### src/smcp_cfg.svh
// Constants for the SPI memory command and protection front end
`ifndef SMCP_CFG_SVH
`define SMCP_CFG_SVH
`define SMCP_OP_LATCH_SET 8'h06
`define SMCP_OP_LATCH_CLEAR 8'h04
`define SMCP_OP_STATUS_READ 8'h05
`define SMCP_OP_STATUS_WRITE 8'h01
`define SMCP_OP_MEM_READ 8'h03
`define SMCP_OP_FAST_READ 8'h0B
`define SMCP_OP_MEM_WRITE 8'h02
`define SMCP_OP_SLEEP 8'hB9
`define SMCP_OP_IDENT_READ 8'h9F
`define SMCP_SR_WEL_BIT 1
`define SMCP_SR_BP_LO_BIT 2
`define SMCP_SR_BP_HI_BIT 3
`define SMCP_SR_PEN_BIT 7
`define SMCP_SR_FIXED_ONE 8'h40
`define SMCP_SR_RESET 8'h40
`define SMCP_ADDR_BITS 18
`define SMCP_QUARTER_BASE 18'h30000
`define SMCP_HALF_BASE 18'h20000
`define SMCP_WHOLE_BASE 18'h00000
`endif

### src/smcp_pkg.sv
// Types for the SPI memory command and protection front end
`default_nettype none
package smcp_pkg;
    typedef enum logic [3:0] {
        SMCP_ST_IDLE, SMCP_ST_OPCODE, SMCP_ST_ADDR, SMCP_ST_DATA,
        SMCP_ST_STATUS_OUT, SMCP_ST_STATUS_IN, SMCP_ST_PASS, SMCP_ST_IGNORE
    } smcp_state_t;
    typedef enum logic [3:0] {
        SMCP_CMD_NONE, SMCP_CMD_LATCH_SET, SMCP_CMD_LATCH_CLEAR,
        SMCP_CMD_STATUS_READ, SMCP_CMD_STATUS_WRITE, SMCP_CMD_MEM_READ,
        SMCP_CMD_FAST_READ, SMCP_CMD_MEM_WRITE, SMCP_CMD_SLEEP,
        SMCP_CMD_IDENT_READ, SMCP_CMD_INVALID
    } smcp_cmd_t;
    // Synchronised pin samples and their edges
    typedef struct packed {
        logic sel;
        logic sel_fall;
        logic sel_rise;
        logic sck_rise;
        logic sck_fall;
        logic sck_level;
        logic mosi;
        logic protect_pin_n;
    } smcp_pins_t;
    // Memory write request to the array side
    typedef struct packed {
        logic valid;
        logic [17:0] addr;
        logic [7:0] data;
    } smcp_wr_t;
endpackage
`default_nettype wire

### src/smcp_front.sv
// SPI slave command front end with status register and write protection
`timescale 1ns/1ps
`default_nettype none
`include "smcp_cfg.svh"
module smcp_front (
    // Clock and reset
    input wire logic clk,
    input wire logic arst_n,
    // Serial pins
    input wire logic cs_n,
    input wire logic sck,
    input wire logic mosi,
    output logic miso_o,
    output logic miso_oe,
    input wire logic protect_pin_n,
    // Array side
    output smcp_pkg::smcp_wr_t mem_wr,
    output logic [17:0] mem_rd_addr,
    output smcp_pkg::smcp_cmd_t active_cmd,
    output logic [7:0] protection_status
);
    typedef struct packed {
        smcp_pkg::smcp_state_t fsm;
        smcp_pkg::smcp_cmd_t cmd;
        logic mode3;
        logic armed;
        logic [2:0] bitcnt;
        logic [1:0] bytecnt;
        logic [7:0] shift_in;
        logic [7:0] shift_out;
        logic [23:0] addr;
        logic out_en;
        logic out_bit;
        logic latch;
        logic bp_lo;
        logic bp_hi;
        logic pin_en;
        logic [17:0] wr_addr;
        logic halted;
        smcp_pkg::smcp_wr_t wr;
    } smcp_front_state_t;

    smcp_front_state_t st;
    smcp_front_state_t next_st;
    smcp_pkg::smcp_pins_t pins; // Conditioned pins
    logic status_write_ok; // Status write allowed now
    logic array_write_ok; // Array write allowed at wr_addr
    logic [7:0] status_view; // Assembled status byte
    logic [7:0] byte_in; // Byte completing on this edge
    logic sample; // Rising edge counted as a data sample

    // Opcode decode, used at opcode completion
    function automatic smcp_pkg::smcp_cmd_t decode_op(input logic [7:0] op);
        case (op)
            `SMCP_OP_LATCH_SET: decode_op = smcp_pkg::SMCP_CMD_LATCH_SET;
            `SMCP_OP_LATCH_CLEAR: decode_op = smcp_pkg::SMCP_CMD_LATCH_CLEAR;
            `SMCP_OP_STATUS_READ: decode_op = smcp_pkg::SMCP_CMD_STATUS_READ;
            `SMCP_OP_STATUS_WRITE: decode_op = smcp_pkg::SMCP_CMD_STATUS_WRITE;
            `SMCP_OP_MEM_READ: decode_op = smcp_pkg::SMCP_CMD_MEM_READ;
            `SMCP_OP_FAST_READ: decode_op = smcp_pkg::SMCP_CMD_FAST_READ;
            `SMCP_OP_MEM_WRITE: decode_op = smcp_pkg::SMCP_CMD_MEM_WRITE;
            `SMCP_OP_SLEEP: decode_op = smcp_pkg::SMCP_CMD_SLEEP;
            `SMCP_OP_IDENT_READ: decode_op = smcp_pkg::SMCP_CMD_IDENT_READ;
            default: decode_op = smcp_pkg::SMCP_CMD_INVALID;
        endcase
    endfunction

    // Pin conditioning
    smcp_pin_sync u_sync (
        .clk(clk),
        .arst_n(arst_n),
        .cs_n(cs_n),
        .sck(sck),
        .mosi(mosi),
        .protect_pin_n(protect_pin_n),
        .pins(pins)
    );

    // Permission decode
    smcp_protect u_prot (
        .write_enable_latch(st.latch),
        .block_protect_lo(st.bp_lo),
        .block_protect_hi(st.bp_hi),
        .protect_pin_enable(st.pin_en),
        .protect_pin_n(pins.protect_pin_n),
        .addr(st.wr_addr),
        .status_write_ok(status_write_ok),
        .array_write_ok(array_write_ok)
    );

    // Status byte: fixed positions are constants, never stored
    always_comb begin
        status_view = `SMCP_SR_FIXED_ONE;
        status_view[`SMCP_SR_PEN_BIT] = st.pin_en;
        status_view[`SMCP_SR_BP_HI_BIT] = st.bp_hi;
        status_view[`SMCP_SR_BP_LO_BIT] = st.bp_lo;
        status_view[`SMCP_SR_WEL_BIT] = st.latch;
    end

    // In mode 3 the idle-high level is not an edge; armed after a fall
    assign sample = pins.sel && pins.sck_rise && st.armed;
    assign byte_in = {st.shift_in[6:0], pins.mosi}; // MSB first

    // Next-state logic for the whole front end
    always_comb begin
        next_st = st;
        next_st.wr.valid = 1'b0;
        if (pins.sel_fall) begin
            // New command frame; mode from clock level
            next_st.fsm = smcp_pkg::SMCP_ST_OPCODE;
            next_st.cmd = smcp_pkg::SMCP_CMD_NONE;
            next_st.mode3 = pins.sck_level;
            next_st.armed = !pins.sck_level;
            next_st.bitcnt = 3'h0;
            next_st.bytecnt = 2'h0;
            next_st.out_en = 1'b0;
            next_st.halted = 1'b0;
        end else if (!pins.sel) begin
            // Deselected: input ignored, output released
            next_st.out_en = 1'b0;
            if (pins.sel_rise) begin
                // Clearing commands take effect at the frame end
                if (st.cmd == smcp_pkg::SMCP_CMD_LATCH_CLEAR ||
                    st.cmd == smcp_pkg::SMCP_CMD_STATUS_WRITE ||
                    st.cmd == smcp_pkg::SMCP_CMD_MEM_WRITE) begin
                    next_st.latch = 1'b0;
                end else if (st.cmd == smcp_pkg::SMCP_CMD_LATCH_SET) begin
                    next_st.latch = 1'b1;
                end
                next_st.cmd = smcp_pkg::SMCP_CMD_NONE;
            end
            next_st.fsm = smcp_pkg::SMCP_ST_IDLE;
        end else begin
            if (pins.sck_fall) begin
                next_st.armed = 1'b1;
                if (st.fsm == smcp_pkg::SMCP_ST_STATUS_OUT) begin
                    // Drive on falling edges, MSB first
                    next_st.out_en = 1'b1;
                    next_st.out_bit = st.shift_out[7];
                    next_st.shift_out = {st.shift_out[6:0], 1'b0};
                end
            end
            if (sample) begin
                next_st.shift_in = byte_in;
                next_st.bitcnt = st.bitcnt + 3'h1;
                if (st.bitcnt == 3'h7) begin
                    case (st.fsm)
                        smcp_pkg::SMCP_ST_OPCODE: begin
                            // First byte is the opcode
                            next_st.cmd = decode_op(byte_in);
                            case (decode_op(byte_in))
                                smcp_pkg::SMCP_CMD_STATUS_READ: begin
                                    next_st.fsm = smcp_pkg::SMCP_ST_STATUS_OUT;
                                    next_st.shift_out = status_view;
                                end
                                smcp_pkg::SMCP_CMD_STATUS_WRITE:
                                    next_st.fsm = smcp_pkg::SMCP_ST_STATUS_IN;
                                smcp_pkg::SMCP_CMD_MEM_READ,
                                smcp_pkg::SMCP_CMD_FAST_READ,
                                smcp_pkg::SMCP_CMD_MEM_WRITE:
                                    next_st.fsm = smcp_pkg::SMCP_ST_ADDR;
                                // Unknown byte: nothing more this frame
                                smcp_pkg::SMCP_CMD_INVALID:
                                    next_st.fsm = smcp_pkg::SMCP_ST_IGNORE;
                                default:
                                    next_st.fsm = smcp_pkg::SMCP_ST_PASS;
                            endcase
                        end
                        smcp_pkg::SMCP_ST_ADDR: begin
                            next_st.addr = {st.addr[15:0], byte_in};
                            next_st.bytecnt = st.bytecnt + 2'h1;
                            if (st.bytecnt == 2'h2) begin
                                // Top six bits dropped
                                next_st.wr_addr = {st.addr[9:0], byte_in};
                                next_st.fsm = smcp_pkg::SMCP_ST_DATA;
                            end
                        end
                        smcp_pkg::SMCP_ST_DATA: begin
                            if (st.cmd == smcp_pkg::SMCP_CMD_MEM_WRITE &&
                                !st.halted) begin
                                if (array_write_ok) begin
                                    // Accepted byte goes to the array
                                    next_st.wr.valid = 1'b1;
                                    next_st.wr.addr = st.wr_addr;
                                    next_st.wr.data = byte_in;
                                    next_st.wr_addr = st.wr_addr + 18'h00001;
                                end else begin
                                    // Protected block stops the burst
                                    next_st.halted = 1'b1;
                                end
                            end
                        end
                        smcp_pkg::SMCP_ST_STATUS_IN: begin
                            // Whole byte only, latch untouched
                            if (status_write_ok) begin
                                next_st.pin_en = byte_in[`SMCP_SR_PEN_BIT];
                                next_st.bp_hi = byte_in[`SMCP_SR_BP_HI_BIT];
                                next_st.bp_lo = byte_in[`SMCP_SR_BP_LO_BIT];
                            end
                            next_st.fsm = smcp_pkg::SMCP_ST_PASS;
                        end
                        default: begin
                        end
                    endcase
                end
            end
        end
    end

    // State register; latch and protection clear at power-up
    always_ff @(posedge clk or negedge arst_n) begin
        if (!arst_n) begin
            st <= '0;
        end else begin
            st <= next_st;
        end
    end

    // Outputs, all from flip-flops
    assign miso_o = st.out_bit;
    assign miso_oe = st.out_en && pins.sel;
    assign mem_wr = st.wr;
    assign mem_rd_addr = st.wr_addr;
    assign active_cmd = st.cmd;
    assign protection_status = status_view;

    // Checks: latch behaviour at the frame ends
    a_latch_reset: assert property (@(posedge clk) disable iff (!arst_n)
        (pins.sel_rise && st.cmd == smcp_pkg::SMCP_CMD_LATCH_CLEAR)
        |=> !st.latch) else $error("latch not cleared");
    a_latch_set: assert property (@(posedge clk) disable iff (!arst_n)
        (pins.sel_rise && st.cmd == smcp_pkg::SMCP_CMD_LATCH_SET)
        |=> st.latch) else $error("latch not set");
    a_wrend_clear: assert property (@(posedge clk) disable iff (!arst_n)
        (pins.sel_rise && (st.cmd == smcp_pkg::SMCP_CMD_MEM_WRITE ||
        st.cmd == smcp_pkg::SMCP_CMD_STATUS_WRITE))
        |=> !st.latch) else $error("latch kept after write");
    // Status byte and output enable
    a_fixed_bits: assert property (@(posedge clk) disable iff (!arst_n)
        (protection_status & 8'h71) == 8'h40)
        else $error("fixed status bits wrong");
    a_idle_tristate: assert property (@(posedge clk) disable iff (!arst_n)
        !pins.sel |-> !miso_oe) else $error("driving while idle");
    a_invalid_quiet: assert property (@(posedge clk) disable iff (!arst_n)
        st.fsm == smcp_pkg::SMCP_ST_IGNORE |-> !miso_oe && !mem_wr.valid)
        else $error("activity after bad opcode");
    // Write permission
    a_wr_needs_latch: assert property (@(posedge clk) disable iff (!arst_n)
        mem_wr.valid |-> $past(st.latch)) else $error("write w/o latch");
    a_sr_pin_block: assert property (@(posedge clk) disable iff (!arst_n)
        (st.pin_en && !pins.protect_pin_n && $stable(pins.protect_pin_n))
        |=> $stable({st.bp_hi, st.bp_lo, st.pin_en}))
        else $error("status changed while pin protects");
    a_latch_only_cmds: assert property (@(posedge clk) disable iff (!arst_n)
        $rose(st.latch) |-> $past(st.cmd) == smcp_pkg::SMCP_CMD_LATCH_SET)
        else $error("latch set by other command");
    a_sr_whole_byte: assert property (@(posedge clk) disable iff (!arst_n)
        !(st.fsm == smcp_pkg::SMCP_ST_STATUS_IN && sample &&
        st.bitcnt == 3'h7) |=> $stable({st.bp_hi, st.bp_lo, st.pin_en}))
        else $error("status changed without a whole byte");
    // Mode pick and arming at the select edge, then one opcode per frame
    a_mode3_arm: assert property (@(posedge clk) disable iff (!arst_n)
        (pins.sel_fall && pins.sck_level) |=> (st.mode3 && !st.armed))
        else $error("mode 3 armed at select");
    a_mode0_arm: assert property (@(posedge clk) disable iff (!arst_n)
        (pins.sel_fall && !pins.sck_level) |=> (!st.mode3 && st.armed))
        else $error("mode 0 not armed at select");
    a_one_opcode: assert property (@(posedge clk) disable iff (!arst_n)
        (pins.sel && !pins.sel_fall && st.fsm != smcp_pkg::SMCP_ST_OPCODE)
        |=> $stable(st.cmd)) else $error("second opcode in frame");
    // Covers of the main scenarios
    c_burst_halt: cover property (@(posedge clk) disable iff (!arst_n)
        st.halted && st.cmd == smcp_pkg::SMCP_CMD_MEM_WRITE);
    c_status_read: cover property (@(posedge clk) disable iff (!arst_n)
        st.fsm == smcp_pkg::SMCP_ST_STATUS_OUT && miso_oe);
    c_mem_write: cover property (@(posedge clk) disable iff (!arst_n)
        mem_wr.valid);
    c_mode3: cover property (@(posedge clk) disable iff (!arst_n)
        pins.sel_fall && pins.sck_level);
endmodule // smcp_front
`default_nettype wire

### src/smcp_pin_sync.sv
// Two-stage synchronisers and edge detect for the serial pins
`timescale 1ns/1ps
`default_nettype none
module smcp_pin_sync (
    // Clock and reset
    input wire logic clk,
    input wire logic arst_n,
    // Raw pins
    input wire logic cs_n,
    input wire logic sck,
    input wire logic mosi,
    input wire logic protect_pin_n,
    // Conditioned samples
    output smcp_pkg::smcp_pins_t pins
);
    typedef struct packed {
        logic [3:0] s1;
        logic [3:0] s2;
        logic [1:0] last;
    } smcp_sync_state_t;
    smcp_sync_state_t st;
    smcp_sync_state_t next_st;
    // Only s2 and its delayed copy last are read by logic; s1 feeds s2 alone
    always_comb begin
        next_st = st;
        next_st.s1 = {cs_n, sck, mosi, protect_pin_n};
        next_st.s2 = st.s1;
        next_st.last = {st.s2[3], st.s2[2]};
    end
    // Register the whole state; deselected and idle-high after reset
    always_ff @(posedge clk or negedge arst_n) begin
        if (!arst_n) begin
            st <= '{s1: 4'hF, s2: 4'hF, last: 2'h3};
        end else begin
            st <= next_st;
        end
    end
    // Edges come from the second stage against its own delayed copy
    always_comb begin
        pins.sel = !st.s2[3];
        pins.sel_fall = st.last[1] && !st.s2[3];
        pins.sel_rise = !st.last[1] && st.s2[3];
        pins.sck_rise = !st.last[0] && st.s2[2];
        pins.sck_fall = st.last[0] && !st.s2[2];
        pins.sck_level = st.s2[2];
        pins.mosi = st.s2[1];
        pins.protect_pin_n = st.s2[0];
    end
endmodule // smcp_pin_sync
`default_nettype wire

### src/smcp_protect.sv
// Write permission decode for status register and array
`timescale 1ns/1ps
`default_nettype none
`include "smcp_cfg.svh"
module smcp_protect (
    // Status bits in force
    input wire logic write_enable_latch,
    input wire logic block_protect_lo,
    input wire logic block_protect_hi,
    input wire logic protect_pin_enable,
    input wire logic protect_pin_n,
    // Array address under test
    input wire logic [17:0] addr,
    // Permissions
    output logic status_write_ok,
    output logic array_write_ok
);
    logic in_block;
    // Block protect select; the pin never enters here
    always_comb begin
        case ({block_protect_hi, block_protect_lo})
            2'h1: in_block = addr >= `SMCP_QUARTER_BASE;
            2'h2: in_block = addr >= `SMCP_HALF_BASE;
            2'h3: in_block = addr >= `SMCP_WHOLE_BASE;
            default: in_block = 1'b0;
        endcase
        array_write_ok = write_enable_latch && !in_block;
        // Pin only counts when enabled
        status_write_ok = write_enable_latch &&
            !(protect_pin_enable && !protect_pin_n);
    end
endmodule // smcp_protect
`default_nettype wire

### config.mk
export PLATFORM = sky130hd
export DESIGN_NAME = smcp_front
export DESIGN_NICKNAME = d
export VERILOG_FILES = /design/src/smcp_pkg.sv /design/src/smcp_front.sv /design/src/smcp_pin_sync.sv /design/src/smcp_protect.sv
export VERILOG_INCLUDE_DIRS = /design/src
export SDC_FILE = /design/constraint.sdc
export NUM_CORES = 1
export LEC_CHECK = 0
export BUFFER_PORTS_ARGS = -buffer_cell sky130_fd_sc_hd__clkbuf_2
export CORE_MARGIN = 3
export CORE_UTILIZATION = 45
export CTS_BUF_LIST = sky130_fd_sc_hd__clkbuf_8
export CTS_CLUSTER_SIZE = 40
export DETAILED_ROUTE_END_ITERATION = 8
export SLEW_MARGIN = 20
export SYNTH_ARGS = -nofsm -noshare
export SYNTH_HDL_FRONTEND = slang
export SYNTH_HIERARCHICAL = 1
export SYNTH_SLANG_ARGS = --single-unit
### constraint.sdc
create_clock -name clk -period 3.7 [get_ports clk]
set_clock_uncertainty 0.2 [all_clocks]
set_input_delay 0 -clock clk [delete_from_list [all_inputs] [get_ports clk]]
set_output_delay 0 -clock clk [all_outputs]
set_load 0.01 [all_outputs]
==> out/qor.csv <==
metric,value,unit
# diodes,0,
kind of critical path,register to register,
GRT Overall Usage,17.6,%
CTS tree,yes,
slew at the pin closest to its max-slew limit,0.826,ns
Max VDD drop,0.197,mV
clock root cell,clkbuf_8,
Placed Instance Area,5140,um^2
part of the Yosys area used for sequential elements,48.9,%
Simple-Gate Fraction of Synth Area,15.1,%
Ys Warns,6,
core area,11000,um^2
vias in the first global route,3418,
failing checks,hold timing,
# Post-CTS Setup Buffers,0,
setup ws final,0.861,ns
DR DRC count,0,
Mapped Cells,496,
Max Clock Freq,352,MHz
DRT iter0 DRCs,241,
num ports,65,
CTS H-tree depth,3,
worst-skew pair later-pin latency,0.38,ns
Max Cap Viol,0,
die area,12700,um^2
WL per Instance,16.4,um
"CTS clk-pin slew, worst paths",0.10,ns
CTS Buf Count,9,
Leak,0.00260,uW
syn_area_per_cell,10.4,um^2
Via density,5.43,
main combinational cell family by area after synthesis,simple AND/OR/NAND/NOR gates,
Filler Cell Count,1001,
storage element area,2510,um^2
die height,113,um
PwrDens,414,nW/um^2
IO buf count,60,
clk buf depth,2,
compound-cell area share of the yosys netlist,11.3,%
Final Hold Viols,6,
RSZ-0062 raised after global routing,no,
Die Wd,113,um
Hold WC Path Type,input pin to async pin,
Reg2Reg Depth,10,
vias,3497,
final core utilization,49.0,%
CTS Sinks,100,
Sum Neg Setup Slack,0,ns
crit-path max FO,22,
post-layout min period,2.84,ns
Critical Path RT,3.80,ns
"EDFF count, synth",0,
most frequent cells in the layout,"90 x dfrtp_1, 59 x clkbuf_2, 35 x nor2_1",
fraction of the mapped netlist area in adder cells,1.17,%
critical path's largest stage delay,0.51,ns
GRT overflow,0,
nets@finish,509,
crit share post-route,76.7,%
"Non-Filler Cell Area, Final",5380,um^2
max_slew headroom,44.9,%
Synth async-reset ratio,100,%
first-pass GRT wire length,17.8,mm
CP Capture Type,register,
"wirelength, routed",10.6,mm
"commonest non-fill, non-tap cell in the layout",dfrtp_1,
final setup fails,0,
ANT nets after route,0,
worst-path cell chain,ha_1 -> ha_1 -> nand4_2 -> or3b_1 -> nor2_2 -> buf_4 -> a21oi_2 -> buf_4 -> o21ai_0 -> o21ai_1,
layout cell share with drive strength beyond 1,28.2,%
max-slew violation count,0,
largest net degree at the start of global routing,55,
CP Launch Type,register,
Post-DP HPWL,7.37,mm
Detailed Routing Iterations Pass 1,4,
status,"complete, but fails checks",
WP data arrival,2.93,ns
footprint of the multi-input gates,2060,um^2
FP Rows,38,
Post-Synth XOR/XNOR Area,0.681,%
mux cell area share after synthesis,11.4,%
Initial Utilization,46.8,%
Crit-path slowest cell,a21oi_2,
Post-Synthesis Cell Area,5140,um^2
Synth Flop Type,dfrtp_1,
synth unique cells,59,
final hold slack,-0.00621,ns
"FF+latch count, synth",100,
routability cong.,0.841,
pre-CTS setup slack,0.905,ns
Area Growth Syn to Fin,4.62,%
antenna violations before repair,0,
==> report_power, final <==
group / internal (uW) / switching (uW) / leakage [uW]
Clock: 309 / 386 / 0.0000910
Sequential: 1140 / 99.5 / 0.00133
Combinational: 131 / 162 / 0.00118
Total: 1580 / 648 / 0.00260
==> registers in the layout, indices dropped and copies added, names as in the netlist <==
name and flops:
st 29, mem_wr 27, mem_rd_addr 18, byte_in 7, u_sync/next_st 5, active_cmd 4, protection_status 4, u_sync/pins 3
u_sync/st 2, miso_o 1
==> cell type report <==
cell class,count,area share (%)
clock inverters,7,1.26
multi-input cells,308,38.2
clock buffers,9,2.30
flip-flops and latches,100,46.7
repair buffers,74,7.81
inverters,6,0.419
well taps,140,3.26
==> cell families after synthesis <==
| family | after synthesis |
|---|---|
| xor+xnor | 4 |
| flops | 100 |
| buf+inv | 90 |
| fa+ha+maj | 5 |
| mux | 53 |
| other cells | 2 |
| compound gates | 100 |
| simple gates | 142 |
==> per-layer routing <==
metal	global-route usage, %	vias up	share of wire (%)
met2	27.2	85	47
met5	0	-	0
met3	3.05	13	4.0
li1	-	1690	-
met4	7.69	0	1.9
met1	24.4	1709	47
==> worst max-delay path: cells and delay by family (launching register included) <==
kind                       cells  cell delay [ns]
AOI/OAI and AO/OA              3             0.72
buffers and inverters          2             0.54
and+or+nand+nor                3             0.48
DFF                            1             0.41
adders and majority gates      2             0.40
==> synth_stat cells (2+ instances only) <==
master,count,area (um^2)
inv_1,6,22.5
clkbuf_1,15,56.3
xor2_1,2,17.5
and3_1,9,56.3
and4b_1,2,20.0
a32o_1,3,30.0
or2_2,2,12.5
nand2b_1,4,25.0
and2b_2,2,17.5
o22ai_1,4,25.0
nor3_1,13,65.1
mux2_2,31,349
nor3b_1,2,15.0
conb_1,2,7.51
mux2_1,15,169
xnor2_1,2,17.5
mux2i_1,7,70.1
and2_1,7,43.8
buf_4,62,465
o21ai_0,25,125
o21ai_1,19,95.1
nor4_2,2,25.0
buf_2,7,35.0
a21oi_1,26,130
ha_1,4,50.1
nor2_1,35,131
a31oi_1,10,62.6
dfstp_2,10,263
nand2_1,26,97.6
nand4b_1,2,17.5
nor2b_1,7,43.8
nand3_1,15,75.1
a32oi_1,2,17.5
dfrtp_1,90,2250
nor2_2,2,12.5
==> worst paths after layout <==
kind	startpoint	end	slack, ns
hold reg to reg	u_sync/next_st[2]	u_sync/pins[0]	0.15
hold / removal	arst_n	mem_wr[18]	-0.006
setup reg to reg	st[94]	mem_rd_addr[16]	0.86
setup / recovery	st[94]	mem_rd_addr[16]	0.86
max in group asynchronous	arst_n	u_sync/st[0]	2.46
min in group clk	cs_n	u_sync/next_st[5]	0.04
==> metrics by stage <==
step | power (uW) | hold slack, ns | instances
6_report | 2230 | -0.00621 | 644
3_3_place_gp | 1540 | -0.121 | 623
2_1_floorplan | 1450 | -0.496 | 498
4_1_cts | 2250 | 0.0147 | 644
3_5_place_dp | 1550 | -0.111 | 623
5_1_grt | 2340 | 0.0343 | 644
==> what timing repair did <==
action	in CTS	in global routing
hold buffers	5	0
endpoints found under the hold margin	56	0
gates resized for setup	0	0
Power figures use the tool's default switching activity.
